==> src/bsbe_pkg.sv <==
/*
 * Shared constants and types for the branch, skip and bit-operation
 * execution slice: operation codes, flag positions, cycle counts and the
 * small control register map.
 * Assumes a decode stage that has already classified the instruction.
 */
`default_nettype none

package bsbe_pkg;

    // ************************************************************
    // Widths
    // ************************************************************
    localparam int unsigned PC_W   = 16;
    localparam int unsigned DATA_W = 8;
    localparam int unsigned IO_W   = 6;
    localparam int unsigned OFS_W  = 7;
    localparam int unsigned CSR_W  = 2;

    // ************************************************************
    // Status flag positions
    // ************************************************************
    localparam logic [2:0] FLAG_C = 3'h0;
    localparam logic [2:0] FLAG_Z = 3'h1;
    localparam logic [2:0] FLAG_N = 3'h2;
    localparam logic [2:0] FLAG_V = 3'h3;
    localparam logic [2:0] FLAG_S = 3'h4;
    localparam logic [2:0] FLAG_H = 3'h5;
    localparam logic [2:0] FLAG_T = 3'h6;
    localparam logic [2:0] FLAG_I = 3'h7;

    // ************************************************************
    // Program counter steps and cycle counts
    // ************************************************************
    localparam logic [PC_W-1:0] PC_STEP_1 = 16'h0001;
    localparam logic [PC_W-1:0] PC_STEP_2 = 16'h0002;
    localparam logic [PC_W-1:0] PC_STEP_3 = 16'h0003;
    localparam logic [1:0]      CYC_1     = 2'h1;
    localparam logic [1:0]      CYC_2     = 2'h2;
    localparam logic [1:0]      CYC_3     = 2'h3;

    // ************************************************************
    // Control registers
    // ************************************************************
    localparam logic [CSR_W-1:0]  CSR_CTRL   = 2'h0;
    localparam logic [CSR_W-1:0]  CSR_STAT   = 2'h1;
    localparam logic [CSR_W-1:0]  CSR_COUNT  = 2'h2;
    localparam logic [DATA_W-1:0] CTRL_RST   = 8'h01;
    localparam int unsigned       CTRL_EN    = 0;
    localparam int unsigned       CTRL_CLR   = 1;
    localparam int unsigned       STAT_BUSY  = 0;
    localparam int unsigned       STAT_TAKEN = 1;

    // ************************************************************
    // Operations
    // ************************************************************
    typedef enum logic [4:0] {
        OP_NONE                      = 5'h00,
        OP_SKIP_REG_BIT_CLEAR        = 5'h01,
        OP_SKIP_REG_BIT_SET          = 5'h02,
        OP_SKIP_IO_BIT_CLEAR         = 5'h03,
        OP_SKIP_IO_BIT_SET           = 5'h04,
        OP_BRANCH_FLAG_SET           = 5'h05,
        OP_BRANCH_FLAG_CLEAR         = 5'h06,
        OP_BRANCH_EQUAL              = 5'h07,
        OP_BRANCH_NOT_EQUAL          = 5'h08,
        OP_BRANCH_CARRY_SET          = 5'h09,
        OP_BRANCH_CARRY_CLEAR        = 5'h0a,
        OP_BRANCH_SAME_OR_HIGHER     = 5'h0b,
        OP_BRANCH_LOWER              = 5'h0c,
        OP_BRANCH_MINUS              = 5'h0d,
        OP_BRANCH_PLUS               = 5'h0e,
        OP_BRANCH_SIGNED_GE          = 5'h0f,
        OP_BRANCH_SIGNED_LESS        = 5'h10,
        OP_BRANCH_HALF_CARRY_SET     = 5'h11,
        OP_BRANCH_HALF_CARRY_CLEAR   = 5'h12,
        OP_BRANCH_TRANSFER_BIT_SET   = 5'h13,
        OP_BRANCH_TRANSFER_BIT_CLEAR = 5'h14,
        OP_BRANCH_OVERFLOW_SET       = 5'h15,
        OP_BRANCH_OVERFLOW_CLEAR     = 5'h16,
        OP_BRANCH_IRQ_ENABLED        = 5'h17,
        OP_BRANCH_IRQ_DISABLED       = 5'h18,
        OP_SET_IO_BIT                = 5'h19,
        OP_CLEAR_IO_BIT              = 5'h1a,
        OP_SHIFT_LEFT_LOGICAL        = 5'h1b,
        OP_SHIFT_RIGHT_LOGICAL       = 5'h1c,
        OP_ROTATE_LEFT_CARRY         = 5'h1d
    } bsbe_op_t;

    typedef enum logic [0:0] {
        ST_IDLE = 1'b0,
        ST_HOLD = 1'b1
    } bsbe_state_t;

endpackage

`default_nettype wire

==> src/bsbe_shift.sv <==
/*
 * One-bit shift and rotate unit: result byte and updated status flags.
 * Assumes the operand and flags are stable for the cycle it is used in.
 */
`timescale 1ns/1ns
`default_nettype none

module bsbe_shift
    import bsbe_pkg::*;
(
    input  wire logic [4:0]        op,
    input  wire logic [DATA_W-1:0] val,
    input  wire logic [DATA_W-1:0] flags_in,
    output logic      [DATA_W-1:0] res,
    output logic      [DATA_W-1:0] flags_res
);

    // ************************************************************
    // Data path
    // ************************************************************
    logic is_lsl;
    logic is_lsr;
    logic carry_out;
    logic neg_out;

    assign is_lsl = (op == OP_SHIFT_LEFT_LOGICAL);
    assign is_lsr = (op == OP_SHIFT_RIGHT_LOGICAL);

    // Rotate pulls the old carry in at the bottom
    assign res = is_lsr ? {1'b0, val[DATA_W-1:1]}
               : is_lsl ? {val[DATA_W-2:0], 1'b0}
               : {val[DATA_W-2:0], flags_in[FLAG_C]};

    assign carry_out = is_lsr ? val[0] : val[DATA_W-1];
    assign neg_out   = res[DATA_W-1];

    // ************************************************************
    // Flags: only Z, C, N and V move
    // ************************************************************
    always_comb begin
        flags_res         = flags_in;
        flags_res[FLAG_Z] = (res == 8'h00);
        flags_res[FLAG_C] = carry_out;
        flags_res[FLAG_N] = neg_out;
        flags_res[FLAG_V] = neg_out ^ carry_out;
    end

endmodule

`default_nettype wire

==> src/bsbe_exec.sv <==
/*
 * Execution slice for conditional skips, conditional relative branches,
 * single I/O bit set/clear and one-bit shifts, plus a small control port.
 * Assumes the decode stage presents operands, current flags and the
 * address of the instruction together with the issue strobe.
 */
// Implementation choices: strobed register access and the address map.
`timescale 1ns/1ns
`default_nettype none

module bsbe_exec
    import bsbe_pkg::*;
(
    input  wire logic              mclk,
    input  wire logic              arst_n,
    input  wire logic              issue,
    input  wire logic [4:0]        op,
    input  wire logic [2:0]        bit_sel,
    input  wire logic [2:0]        flag_sel,
    input  wire logic [OFS_W-1:0]  offset,
    input  wire logic [PC_W-1:0]   pc,
    input  wire logic              next_two_word,
    input  wire logic [DATA_W-1:0] reg_val,
    input  wire logic [IO_W-1:0]   io_addr_in,
    input  wire logic [DATA_W-1:0] io_val,
    input  wire logic [DATA_W-1:0] flags_in,
    input  wire logic [CSR_W-1:0]  csr_addr,
    input  wire logic [DATA_W-1:0] csr_wdata,
    input  wire logic              csr_wr,
    input  wire logic              csr_rd,
    output logic                   ready,
    output logic                   done,
    output logic                   pc_load,
    output logic      [PC_W-1:0]   pc_next,
    output logic                   rf_we,
    output logic      [DATA_W-1:0] rf_wdata,
    output logic                   flags_we,
    output logic      [DATA_W-1:0] flags_out,
    output logic                   io_we,
    output logic      [IO_W-1:0]   io_addr,
    output logic      [DATA_W-1:0] io_wdata,
    output logic      [DATA_W-1:0] csr_rdata
);

    // ************************************************************
    // Decode helpers
    // ************************************************************
    // Branch table: {is branch, wanted level, flag index}
    function automatic logic [4:0] br_decode(input logic [4:0] o, input logic [2:0] s);
        case (o)
            OP_BRANCH_FLAG_SET:           br_decode = {2'b11, s};
            OP_BRANCH_FLAG_CLEAR:         br_decode = {2'b10, s};
            OP_BRANCH_EQUAL:              br_decode = {2'b11, FLAG_Z};
            OP_BRANCH_NOT_EQUAL:          br_decode = {2'b10, FLAG_Z};
            OP_BRANCH_CARRY_SET:          br_decode = {2'b11, FLAG_C};
            OP_BRANCH_LOWER:              br_decode = {2'b11, FLAG_C};
            OP_BRANCH_CARRY_CLEAR:        br_decode = {2'b10, FLAG_C};
            OP_BRANCH_SAME_OR_HIGHER:     br_decode = {2'b10, FLAG_C};
            OP_BRANCH_MINUS:              br_decode = {2'b11, FLAG_N};
            OP_BRANCH_PLUS:               br_decode = {2'b10, FLAG_N};
            OP_BRANCH_SIGNED_GE:          br_decode = {2'b10, FLAG_S};
            OP_BRANCH_SIGNED_LESS:        br_decode = {2'b11, FLAG_S};
            OP_BRANCH_HALF_CARRY_SET:     br_decode = {2'b11, FLAG_H};
            OP_BRANCH_HALF_CARRY_CLEAR:   br_decode = {2'b10, FLAG_H};
            OP_BRANCH_TRANSFER_BIT_SET:   br_decode = {2'b11, FLAG_T};
            OP_BRANCH_TRANSFER_BIT_CLEAR: br_decode = {2'b10, FLAG_T};
            OP_BRANCH_OVERFLOW_SET:       br_decode = {2'b11, FLAG_V};
            OP_BRANCH_OVERFLOW_CLEAR:     br_decode = {2'b10, FLAG_V};
            OP_BRANCH_IRQ_ENABLED:        br_decode = {2'b11, FLAG_I};
            OP_BRANCH_IRQ_DISABLED:       br_decode = {2'b10, FLAG_I};
            default:                      br_decode = 5'h00;
        endcase
    endfunction

    function automatic logic is_signed_br(input logic [4:0] o);
        is_signed_br = (o == OP_BRANCH_SIGNED_GE) || (o == OP_BRANCH_SIGNED_LESS);
    endfunction

    // ************************************************************
    // Declarations
    // ************************************************************
    bsbe_state_t       state_q;
    bsbe_state_t       state_d;
    logic [1:0]        cnt_q;
    logic [1:0]        cnt_d;
    logic              ready_q;
    logic              done_q;
    logic              pc_load_q;
    logic [PC_W-1:0]   pc_next_q;
    logic              rf_we_q;
    logic [DATA_W-1:0] rf_wdata_q;
    logic              flags_we_q;
    logic [DATA_W-1:0] flags_out_q;
    logic              io_we_q;
    logic [IO_W-1:0]   io_addr_q;
    logic [DATA_W-1:0] io_wdata_q;
    logic [DATA_W-1:0] csr_rdata_q;
    logic [DATA_W-1:0] ctrl_q;
    logic [DATA_W-1:0] count_q;
    logic              taken_q;
    logic              pend_taken_q;
    logic              pend_pc_q;
    logic              pend_rf_q;
    logic              pend_io_q;

    logic              accept;
    logic              fire;
    logic              is_skip_reg;
    logic              is_skip_io;
    logic              is_skip;
    logic              want_one;
    logic              test_bit;
    logic              skip_go;
    logic [4:0]        br_info;
    logic              is_branch;
    logic              flag_bit;
    logic              branch_go;
    logic              is_io_bit;
    logic              is_shift;
    logic              taken;
    logic [PC_W-1:0]   offset_ext;
    logic [PC_W-1:0]   pc_target;
    logic [DATA_W-1:0] bit_mask;
    logic [DATA_W-1:0] io_new;
    logic [DATA_W-1:0] sh_res;
    logic [DATA_W-1:0] sh_flags;
    logic [1:0]        cycles;
    logic              csr_ctrl_wr;
    logic [DATA_W-1:0] stat_word;
    logic [DATA_W-1:0] csr_mux;
    logic [DATA_W-1:0] count_d;

    // ************************************************************
    // Skip evaluation
    // ************************************************************
    assign is_skip_reg = (op == OP_SKIP_REG_BIT_CLEAR) || (op == OP_SKIP_REG_BIT_SET);
    assign is_skip_io  = (op == OP_SKIP_IO_BIT_CLEAR) || (op == OP_SKIP_IO_BIT_SET);
    assign is_skip     = is_skip_reg || is_skip_io;
    assign want_one    = (op == OP_SKIP_REG_BIT_SET) || (op == OP_SKIP_IO_BIT_SET);
    assign test_bit    = is_skip_reg ? reg_val[bit_sel] : io_val[bit_sel];
    // Clear variants skip on zero, set variants on one
    assign skip_go     = is_skip && (test_bit == want_one);

    // ************************************************************
    // Branch evaluation
    // ************************************************************
    assign br_info    = br_decode(op, flag_sel);
    assign is_branch  = br_info[4];
    // Signed tests use N xor V directly rather than a stored sign flag
    assign flag_bit   = is_signed_br(op) ? (flags_in[FLAG_N] ^ flags_in[FLAG_V])
                      : flags_in[br_info[2:0]];
    assign branch_go  = is_branch && (flag_bit == br_info[3]);
    assign offset_ext = {{(PC_W-OFS_W){offset[OFS_W-1]}}, offset};

    // ************************************************************
    // Target and cycle count
    // ************************************************************
    assign taken = skip_go || branch_go;

    always_comb begin
        pc_target = pc + PC_STEP_1;
        cycles    = CYC_1;
        if (skip_go) begin
            pc_target = pc + (next_two_word ? PC_STEP_3 : PC_STEP_2);
            cycles    = next_two_word ? CYC_3 : CYC_2;
        end else if (branch_go) begin
            pc_target = pc + offset_ext + PC_STEP_1;
            cycles    = CYC_2;
        end else if (is_io_bit) begin
            cycles    = CYC_2;
        end
    end

    // ************************************************************
    // I/O bit and shift data paths
    // ************************************************************
    assign is_io_bit = (op == OP_SET_IO_BIT) || (op == OP_CLEAR_IO_BIT);
    assign is_shift  = (op == OP_SHIFT_LEFT_LOGICAL) || (op == OP_SHIFT_RIGHT_LOGICAL)
                     || (op == OP_ROTATE_LEFT_CARRY);
    assign bit_mask  = 8'h01 << bit_sel;
    // Other bits are written back as read, so the register keeps them
    assign io_new    = (op == OP_SET_IO_BIT) ? (io_val | bit_mask)
                     : (io_val & ~bit_mask);

    bsbe_shift u_shift (
        .op        (op),
        .val       (reg_val),
        .flags_in  (flags_in),
        .res       (sh_res),
        .flags_res (sh_flags)
    );

    // ************************************************************
    // Sequencer
    // ************************************************************
    // Issues are accepted only while ready; a held operation refuses new ones
    assign accept = issue && ready_q;
    assign fire   = (accept && (cycles == CYC_1))
                  || ((state_q == ST_HOLD) && (cnt_q == CYC_1));

    always_comb begin
        state_d = state_q;
        cnt_d   = cnt_q;
        case (state_q)
            ST_IDLE: begin
                if (accept && (cycles != CYC_1)) begin
                    state_d = ST_HOLD;
                    cnt_d   = cycles - CYC_1;
                end
            end
            ST_HOLD: begin
                cnt_d = cnt_q - CYC_1;
                if (cnt_q == CYC_1) begin
                    state_d = ST_IDLE;
                end
            end
            default: begin
                state_d = ST_IDLE;
                cnt_d   = 2'h0;
            end
        endcase
    end

    always_ff @(posedge mclk or negedge arst_n) begin
        if (!arst_n) begin
            state_q <= ST_IDLE;
            cnt_q   <= 2'h0;
            ready_q <= 1'b0;
        end else begin
            state_q <= state_d;
            cnt_q   <= cnt_d;
            ready_q <= ctrl_q[CTRL_EN] && (state_d == ST_IDLE);
        end
    end

    // ************************************************************
    // Pending results, latched at accept and held to completion
    // ************************************************************
    always_ff @(posedge mclk or negedge arst_n) begin
        if (!arst_n) begin
            pc_next_q    <= 16'h0000;
            rf_wdata_q   <= 8'h00;
            flags_out_q  <= 8'h00;
            io_addr_q    <= 6'h00;
            io_wdata_q   <= 8'h00;
            pend_taken_q <= 1'b0;
            pend_pc_q    <= 1'b0;
            pend_rf_q    <= 1'b0;
            pend_io_q    <= 1'b0;
        end else if (accept) begin
            pc_next_q    <= pc_target;
            rf_wdata_q   <= sh_res;
            // Skips and branches never touch the flags
            flags_out_q  <= sh_flags;
            io_addr_q    <= io_addr_in;
            io_wdata_q   <= io_new;
            pend_taken_q <= taken;
            pend_pc_q    <= is_skip || is_branch;
            pend_rf_q    <= is_shift;
            pend_io_q    <= is_io_bit;
        end
    end

    // ************************************************************
    // Completion strobes
    // ************************************************************
    // A one-cycle op must fire from the live decode, not the stale latch
    always_ff @(posedge mclk or negedge arst_n) begin
        if (!arst_n) begin
            done_q     <= 1'b0;
            pc_load_q  <= 1'b0;
            rf_we_q    <= 1'b0;
            flags_we_q <= 1'b0;
            io_we_q    <= 1'b0;
        end else begin
            done_q     <= fire;
            pc_load_q  <= fire && (accept ? (is_skip || is_branch) : pend_pc_q);
            rf_we_q    <= fire && (accept ? is_shift : pend_rf_q);
            flags_we_q <= fire && (accept ? is_shift : pend_rf_q);
            io_we_q    <= fire && (accept ? is_io_bit : pend_io_q);
        end
    end

    // ************************************************************
    // Control port
    // ************************************************************
    assign csr_ctrl_wr = csr_wr && (csr_addr == CSR_CTRL);
    assign stat_word   = {6'h00, taken_q, (state_q == ST_HOLD)};
    assign csr_mux     = (csr_addr == CSR_CTRL)  ? ctrl_q
                       : (csr_addr == CSR_STAT)  ? stat_word
                       : (csr_addr == CSR_COUNT) ? count_q
                       : 8'h00;
    // Clearing and counting in one cycle: the new event is kept
    assign count_d     = (csr_ctrl_wr && csr_wdata[CTRL_CLR]) ? 8'h00 : count_q;

    always_ff @(posedge mclk or negedge arst_n) begin
        if (!arst_n) begin
            ctrl_q      <= CTRL_RST;
            count_q     <= 8'h00;
            taken_q     <= 1'b0;
            csr_rdata_q <= 8'h00;
        end else begin
            if (csr_ctrl_wr) begin
                ctrl_q <= {7'h00, csr_wdata[CTRL_EN]};
            end
            if (fire) begin
                taken_q <= accept ? taken : pend_taken_q;
            end
            // Counter saturates rather than wrap
            if (fire && (accept ? taken : pend_taken_q) && (count_d != 8'hff)) begin
                count_q <= count_d + 8'h01;
            end else begin
                count_q <= count_d;
            end
            csr_rdata_q <= csr_rd ? csr_mux : 8'h00;
        end
    end

    // ************************************************************
    // Outputs
    // ************************************************************
    assign ready     = ready_q;
    assign done      = done_q;
    assign pc_load   = pc_load_q;
    assign pc_next   = pc_next_q;
    assign rf_we     = rf_we_q;
    assign rf_wdata  = rf_wdata_q;
    assign flags_we  = flags_we_q;
    assign flags_out = flags_out_q;
    assign io_we     = io_we_q;
    assign io_addr   = io_addr_q;
    assign io_wdata  = io_wdata_q;
    assign csr_rdata = csr_rdata_q;

endmodule

`default_nettype wire

==> config.mk <==
export PLATFORM = sky130hd
export DESIGN_NAME = bsbe_exec
export DESIGN_NICKNAME = d
export VERILOG_FILES = /design/src/bsbe_pkg.sv /design/src/bsbe_shift.sv /design/src/bsbe_exec.sv
export SDC_FILE = /design/constraint.sdc
export NUM_CORES = 1
export LEC_CHECK = 0
export BUFFER_PORTS_ARGS = -buffer_cell sky130_fd_sc_hd__buf_2
export CAP_MARGIN = 0
export CELL_PAD_IN_SITES_DETAIL_PLACEMENT = 0
export CELL_PAD_IN_SITES_GLOBAL_PLACEMENT = 1
export CORE_MARGIN = 2
export CORE_UTILIZATION = 40
export CTS_CLUSTER_DIAMETER = 150
export DETAILED_ROUTE_END_ITERATION = 16
export HOLD_SLACK_MARGIN = 0.03
export PLACE_DENSITY_LB_ADDON = 0.1
export SYNTH_ARGS = -nofsm -noshare
export SYNTH_HDL_FRONTEND = slang
export SYNTH_SLANG_ARGS = --single-unit
==> constraint.sdc <==
create_clock -name mclk -period 2.56 [get_ports mclk]
set_input_delay 0.384 -clock mclk [delete_from_list [all_inputs] [get_ports mclk]]
set_output_delay 0.384 -clock mclk [all_outputs]
set_load 0.01 [all_outputs]
# Word level (Yosys, flattened, before mapping)
# Index checks and enable logic that the tools add are counted.
word_totals:
  ramBits: 0
  inputBits: 80
  out_inout_bits: 60
  n_memories: 0
  latchBits: 0
  elab_cells: 139
  rom_bits: 0
  reg_bits: 76
op_classes:
  bitwise: 7
  shifts: 1
  mux: 35
  div: 0
  n_addsub: 7
  eq_ne: 38
  n_lt_le_gt_ge: 2
  multipliers: 0
  reduce_logical: 29
ops:
  columns: ["cell", "n"]
  rows:
  - ["one-hot mux 5 bit (18 select lines)", 1]
  - ["== test 5 bit (second input constant)", 14]
  - ["2-to-1 mux 8 bit", 8]
  - ["== test 5 x 4 -> 1 bit (second input constant)", 8]
  - ["adder 16 x 1 -> 16 bit (second input constant)", 2]
  - ["2-to-1 mux 16 bit", 2]
  - ["== test 5 x 3 -> 1 bit (second input constant)", 4]
  - ["adder 16 bit", 1]
  - ["adder 16 x 2 -> 16 bit", 1]
  - ["2-to-1 mux 1 bit", 15]
  - ["logical AND 1 bit", 14]
  - ["logical OR 1 bit", 11]
  - ["== test 5 x 2 -> 1 bit (second input constant)", 2]
  - ["binary-select mux 1 bit (select 3 bit)", 3]
  - ["adder 8 x 1 -> 8 bit (second input constant)", 1]
  - ["bitwise AND 8 bit", 1]
  - ["zero test 8 bit", 1]
  - ["< comparator 3 x 4 -> 1 bit (second input constant)", 2]
  - ["2-to-1 mux 2 bit", 4]
  - ["!= test 8 bit (second input constant)", 1]
  - ["NOT 8 bit", 1]
  - ["bitwise OR 8 bit", 1]
  - ["left shift 1 x 3 -> 8 bit (first input constant)", 1]
  - ["== test 2 x 1 -> 1 bit (second input constant)", 3]
  - ["12 further kinds", 17]

# Longest topological paths before layout
logic_depth:
  depth_word: 16
  ltp_mapped: 18
  mapped_depth_nobuf: 16

# Cells and area by module
# Synthesis repeated with hierarchy kept, for this count alone.
unflattened:
  cells_unflattened: 650
  hier_area_um2: 5456.5
by_module_without_submodules:
  columns: ["module", "cells_per_inst", "area_per_inst_um2", "seq_area_each_um2", "n_inst"]
  rows:
  - ["bsbe_exec", 620, 5196.2, 1903.1, 1]
  - ["bsbe_shift", 30, 260.2, 0.0, 1]

# Worst setup path before layout
# No wires, ideal clock.
synth_path:
  path_kind: "input port to flip-flop"
  start: "input port op[1]"
  end: "register count_q[1]"
  required_time_ns: 2.432
  setup_ns: 0.128
  setup_slack_ns: -1.444
  arrival_ns: 3.877
  stages: 17
  n_path_buf: 1
  path_cell_list: "buf_2 nor4b_1 o21ai_1 nand2_2 mux2_4 o311a_1 and2_1 mux2_4 nand3_1 o21ai_0 ha_1 a22oi_1 inv_1 o21ai_0 nor2_1 nand2_1 mux2_1"
synth_via:
  elab_chain_len: 16
  elab_cells_between_ends: 54
  classes_between: "29 x eq/ne; 10 x mux; 15 x reduce/logical"
synth_rtl:
  columns: ["item", "line", "text"]
  rows:
  - ["start: declaration", "bsbe_exec.sv:17", "input wire logic [4:0] op,"]
  - ["== test 5 x 4 -> 1 bit", "bsbe_exec.sv:50", "case (o)"]
  - ["OR reduction 2 bit (no line)", null, null]
  - ["one-hot mux 5 bit (18 select lines)", "bsbe_exec.sv:50", null]
  - ["binary-select mux 1 bit (select 3 bit)", "bsbe_exec.sv:151", ": flags_in[br_info[2:0]];"]
  - ["2-to-1 mux 1 bit (implied by the code)", "bsbe_exec.sv:151", null]
  - ["2-to-1 mux 1 bit", "bsbe_exec.sv:150", "assign flag_bit = is_signed_br(op) ? (flags_in[FLAG_N] ^ flags_in[FLAG_V])"]
  - ["== test 1 bit", "bsbe_exec.sv:152", "assign branch_go = is_branch && (flag_bit == br_info[3]);"]
  - ["logical AND 1 bit", "bsbe_exec.sv:152", null]
  - ["2-to-1 mux 2 bit", "bsbe_exec.sv:166", "end else if (branch_go) begin"]
  - ["2-to-1 mux 2 bit *", "bsbe_exec.sv:163", "if (skip_go) begin"]
  - ["== test 2 x 1 -> 1 bit *", "bsbe_exec.sv:198", "assign fire = (accept && (cycles == CYC_1))"]
  - ["logical AND 1 bit *", "bsbe_exec.sv:198", null]
  - ["logical OR 1 bit *", "bsbe_exec.sv:199", "|| ((state_q == ST_HOLD) && (cnt_q == CYC_1));"]
  - ["named net fire", "bsbe_exec.sv:107", "logic fire;"]
  - ["logical AND 1 bit * (2 in a row)", "bsbe_exec.sv:310", "if (fire && (accept ? taken : pend_taken_q) && (count_d != 8'hff)) begin"]
  - ["2-to-1 mux 8 bit *", "bsbe_exec.sv:310", null]
  - ["end signal: assignment", "bsbe_exec.sv:311", "count_q <= count_d + 8'h01;"]
  - ["end signal: assignment", "bsbe_exec.sv:313", "count_q <= count_d;"]
  - ["end: declaration", "bsbe_exec.sv:99", "logic [DATA_W-1:0] count_q;"]
# The timed path passes the listed nets; every way through them passes the cells marked *. The select of a mux whose other input is x is not followed.
# A chain may end at the register's enable or synchronous reset.

# Final worst setup path
layout_path:
  start: "input port op[0]"
  end: "register count_q[1]"
# Same word-level chain as after synthesis.

==> results.json <==
{
  "grt_antenna_before_repair": 0,
  "max_freq_mhz": 318.5,
  "wl_um": 16990,
  "drc": 0,
  "grt_overflow_total": 0,
  "yosysMostFrequentCell": "nand2_1",
  "die_x_um": 119.9,
  "synth_flop_cell": "dfrtp_1",
  "grt_usage_pct": 23.47,
  "crit_required_ps": 2790,
  "r2r_cells": 7,
  "place_congestion": 0.8942,
  "ant_nets": 0,
  "wl_per_cell_um": 16.12,
  "grt_pass1_wl_um": 26850,
  "grt_max_degree": 56,
  "cp.arrival_ps": 3370,
  "hold_violations": 0,
  "total_power_mw": 5.461,
  "syn_nets": 728,
  "path_cells": "buf_12 > buf_12 > and2_4 > a221o_1 > a22o_1 > o311a_4 > and2_4 > mux2_4 > nand3_4 > o21ai_2 > ha_2 > a22oi_2 > inv_2 > o21ai_4 > nor2_4 > nand2_2 > mux2_4",
  "yosysTopAreaCell": "dfrtp_1",
  "dpl.hpwl_um": 12420,
  "min_period_ps": 3139,
  "htree_levels": 3,
  "setup_slack_ps": -579.3,
  "rows": 42,
  "area_growth_pct": 48.00,
  "cts.sinks": 75,
  "post-route-period-util_pct": 122.6,
  "worstPathMaxFanout": 7,
  "vias_per_cell": 5.269,
  "leakage_nw": 3.879,
  "cp_num_buf_inv": 3,
  "path_class": "in -> reg",
  "violations": "setup timing",
  "hold_ws_ps": 25.41,
  "worst_slew_pin_slew_ps": 761.2,
  "yosysWarningCount": 0,
  "vias": 5554,
  "crit_family": "compound AO/OA/AOI/OAI gates",
  "reg2reg_to": "count_q[1]",
  "drive_above_1_share_pct": 40.43,
  "place_ws_ps": -1072,
  "slew_viol_final": 0,
  "cts_tree": "yes",
  "syn-cell-area_um2": 5375,
  "max_stage_delay_ps": 420,
  "syn_avg_cell_area_um2": 8.587,
  "slew_headroom_pct": 48.86,
  "ir_drop_mv": 0.4068,
  "async_reset_ff_share_pct": 100.0,
  "max-cap-violations": 0,
  "synth_common_cells": "114 x nand2_1, 74 x dfrtp_1, 41 x o21ai_0",
  "rrSetupSlack_ps": 470,
  "skew_ps": 5.838,
  "regToRegStartpoint": "count_q[0]",
  "dr.first_iter.drc_count": 353,
  "first_pass_iters": 5,
  "synth-edff-count": 0,
  "startpoint_type": "input pin",
  "start_util_pct": 40.75,
  "clkLatencyLatePin_ps": 340,
  "die_y_um": 119.9,
  "worstSetupEndpointType": "flop",
  "cellPowerDensity_nw_per_um2": 686.4,
  "fin_nets": 975,
  "cts_buffer_depth": 2,
  "status": "finished, violations left",
  "ys_seq_area_share_pct": 34.94,
  "cts_inserted_buffers": 9,
  "finalSetupTns_ps": -11090,
  "ys_seq_elements": 75,
  "synth_cell_types": 78,
  "min_path_type": "in -> async",
  "core_um2": 13190,
  "cp_slowest_cell": "o311a_4",
  "synthTopCellsByArea": "dfrtp_1 34%, nand2_1 8.0%, ha_1 4.9%",
  "netlist.area_leader.share_pct": 34.45,
  "antenna_cells": 0,
  "cts_root_buf": "clkbuf_16",
  "grt_pass1_vias": 5462,
  "portBuffers": 133,
  "pin_count": 140,
  "syn_inst": 626,
  "clk_pin_slew_worst_paths_ps": 60,
  "setup_violations": 34,
  "fp.dieArea_um2": 14380,
  "rsz0062_at_grt": "yes"
}
-- report_power, final --
group	internal [mW]	switching (mW)	leakage (nW)	total [mW]
clock network	0.706	0.505	0.135	1.21
registers	1.62	0.268	0.949	1.89
logic	1.13	1.23	2.80	2.36
-- logic make-up (layout without fill, tap and decap cells) --
| kind of cell | Yosys count | in the layout | synth area share, % |
|---|---|---|---|
| AOI/OAI and AO/OA | 148 | 148 | 18.51 |
| xor gates and xnor gates | 39 | 39 | 6.355 |
| adders and majority gates | 23 | 23 | 5.447 |
| buffers and inverters | 48 | 300 | 3.818 |
| DFF | 75 | 75 | 34.94 |
| muxes | 35 | 35 | 7.938 |
| and+or+nand+nor | 258 | 258 | 23.00 |
-- through the flow --
stage	cell area, µm²	cells	util, %
2_1_floorplan	5519	626	-
3_3_place_gp	7053	1005	53.47
3_5_place_dp	7053	1005	53.47
4_1_cts	7751	1042	58.76
5_1_grt	7955	1054	60.31
6_report	7955	1054	60.31
-- cell type report --
cell class | instances | area (µm²)
Clock buffer | 12 | 256.5
Clock inverter | 4 | 25.02
Fill cell | 1202 | 5235
Inverter | 16 | 67.56
Multi-Input combinational cell | 503 | 3630
Sequential cell | 75 | 1878
Tap cell | 176 | 220.2
Timing Repair Buffer | 268 | 1878
-- flip-flops by register name, indices dropped and copies added, names as in the netlist, 2 cells and up --
name       flops
io_wdata       8
flags_out      8
count_q        8
csr_rdata      8
rf_wdata       7
cnt_q          2
io_addr        6
pc_next       16
-- cell usage in the layout (no fill, tap or decap), drive strengths merged, types with 14 or more instances in the layout --
master  instances
xnor2          25
nor2           39
mux2i          26
xor2           14
ha             21
nand3          26
and3           14
o21ai          46
a21oi          27
nand2         115
buf           267
inv            16
dfrtp          74
-- worst max path at each step --
| stage | end | cells past startpoint | slack [ps] | startpoint |
|---|---|---|---|---|
| 3_3_place_gp | count_q[1] | 17 | -960 | op[3] |
| 3_5_place_dp | count_q[1] | 17 | -1070 | op[3] |
| 4_1_cts | count_q[1] | 17 | -570 | flag_sel[1] |
| 5_1_grt | count_q[1] | 19 | -670 | op[4] |
| 6_report | count_q[1] | 17 | -580 | op[0] |
| 2_1_floorplan | count_q[1] | 16 | -930 | op[3] |
-- layer usage --
layer	track usage [%]	vias to the layer above	share of wire [%]
met4	6.250	0	1.3
li1	-	2738	-
met5	0	-	0
met2	39.38	117	48
met3	4.468	16	4.0
met1	30.97	2683	46
-- what timing repair did --
action / CTS / global route
gates resized for setup: 57 / 28
endpoints found under the setup margin: 34 / 34
setup buffers: 23 / 12
gates cloned: 1 / 1
hold buffers: 0 / 0
pin swaps: 29 / 24
Power figures use the tool's default switching activity.
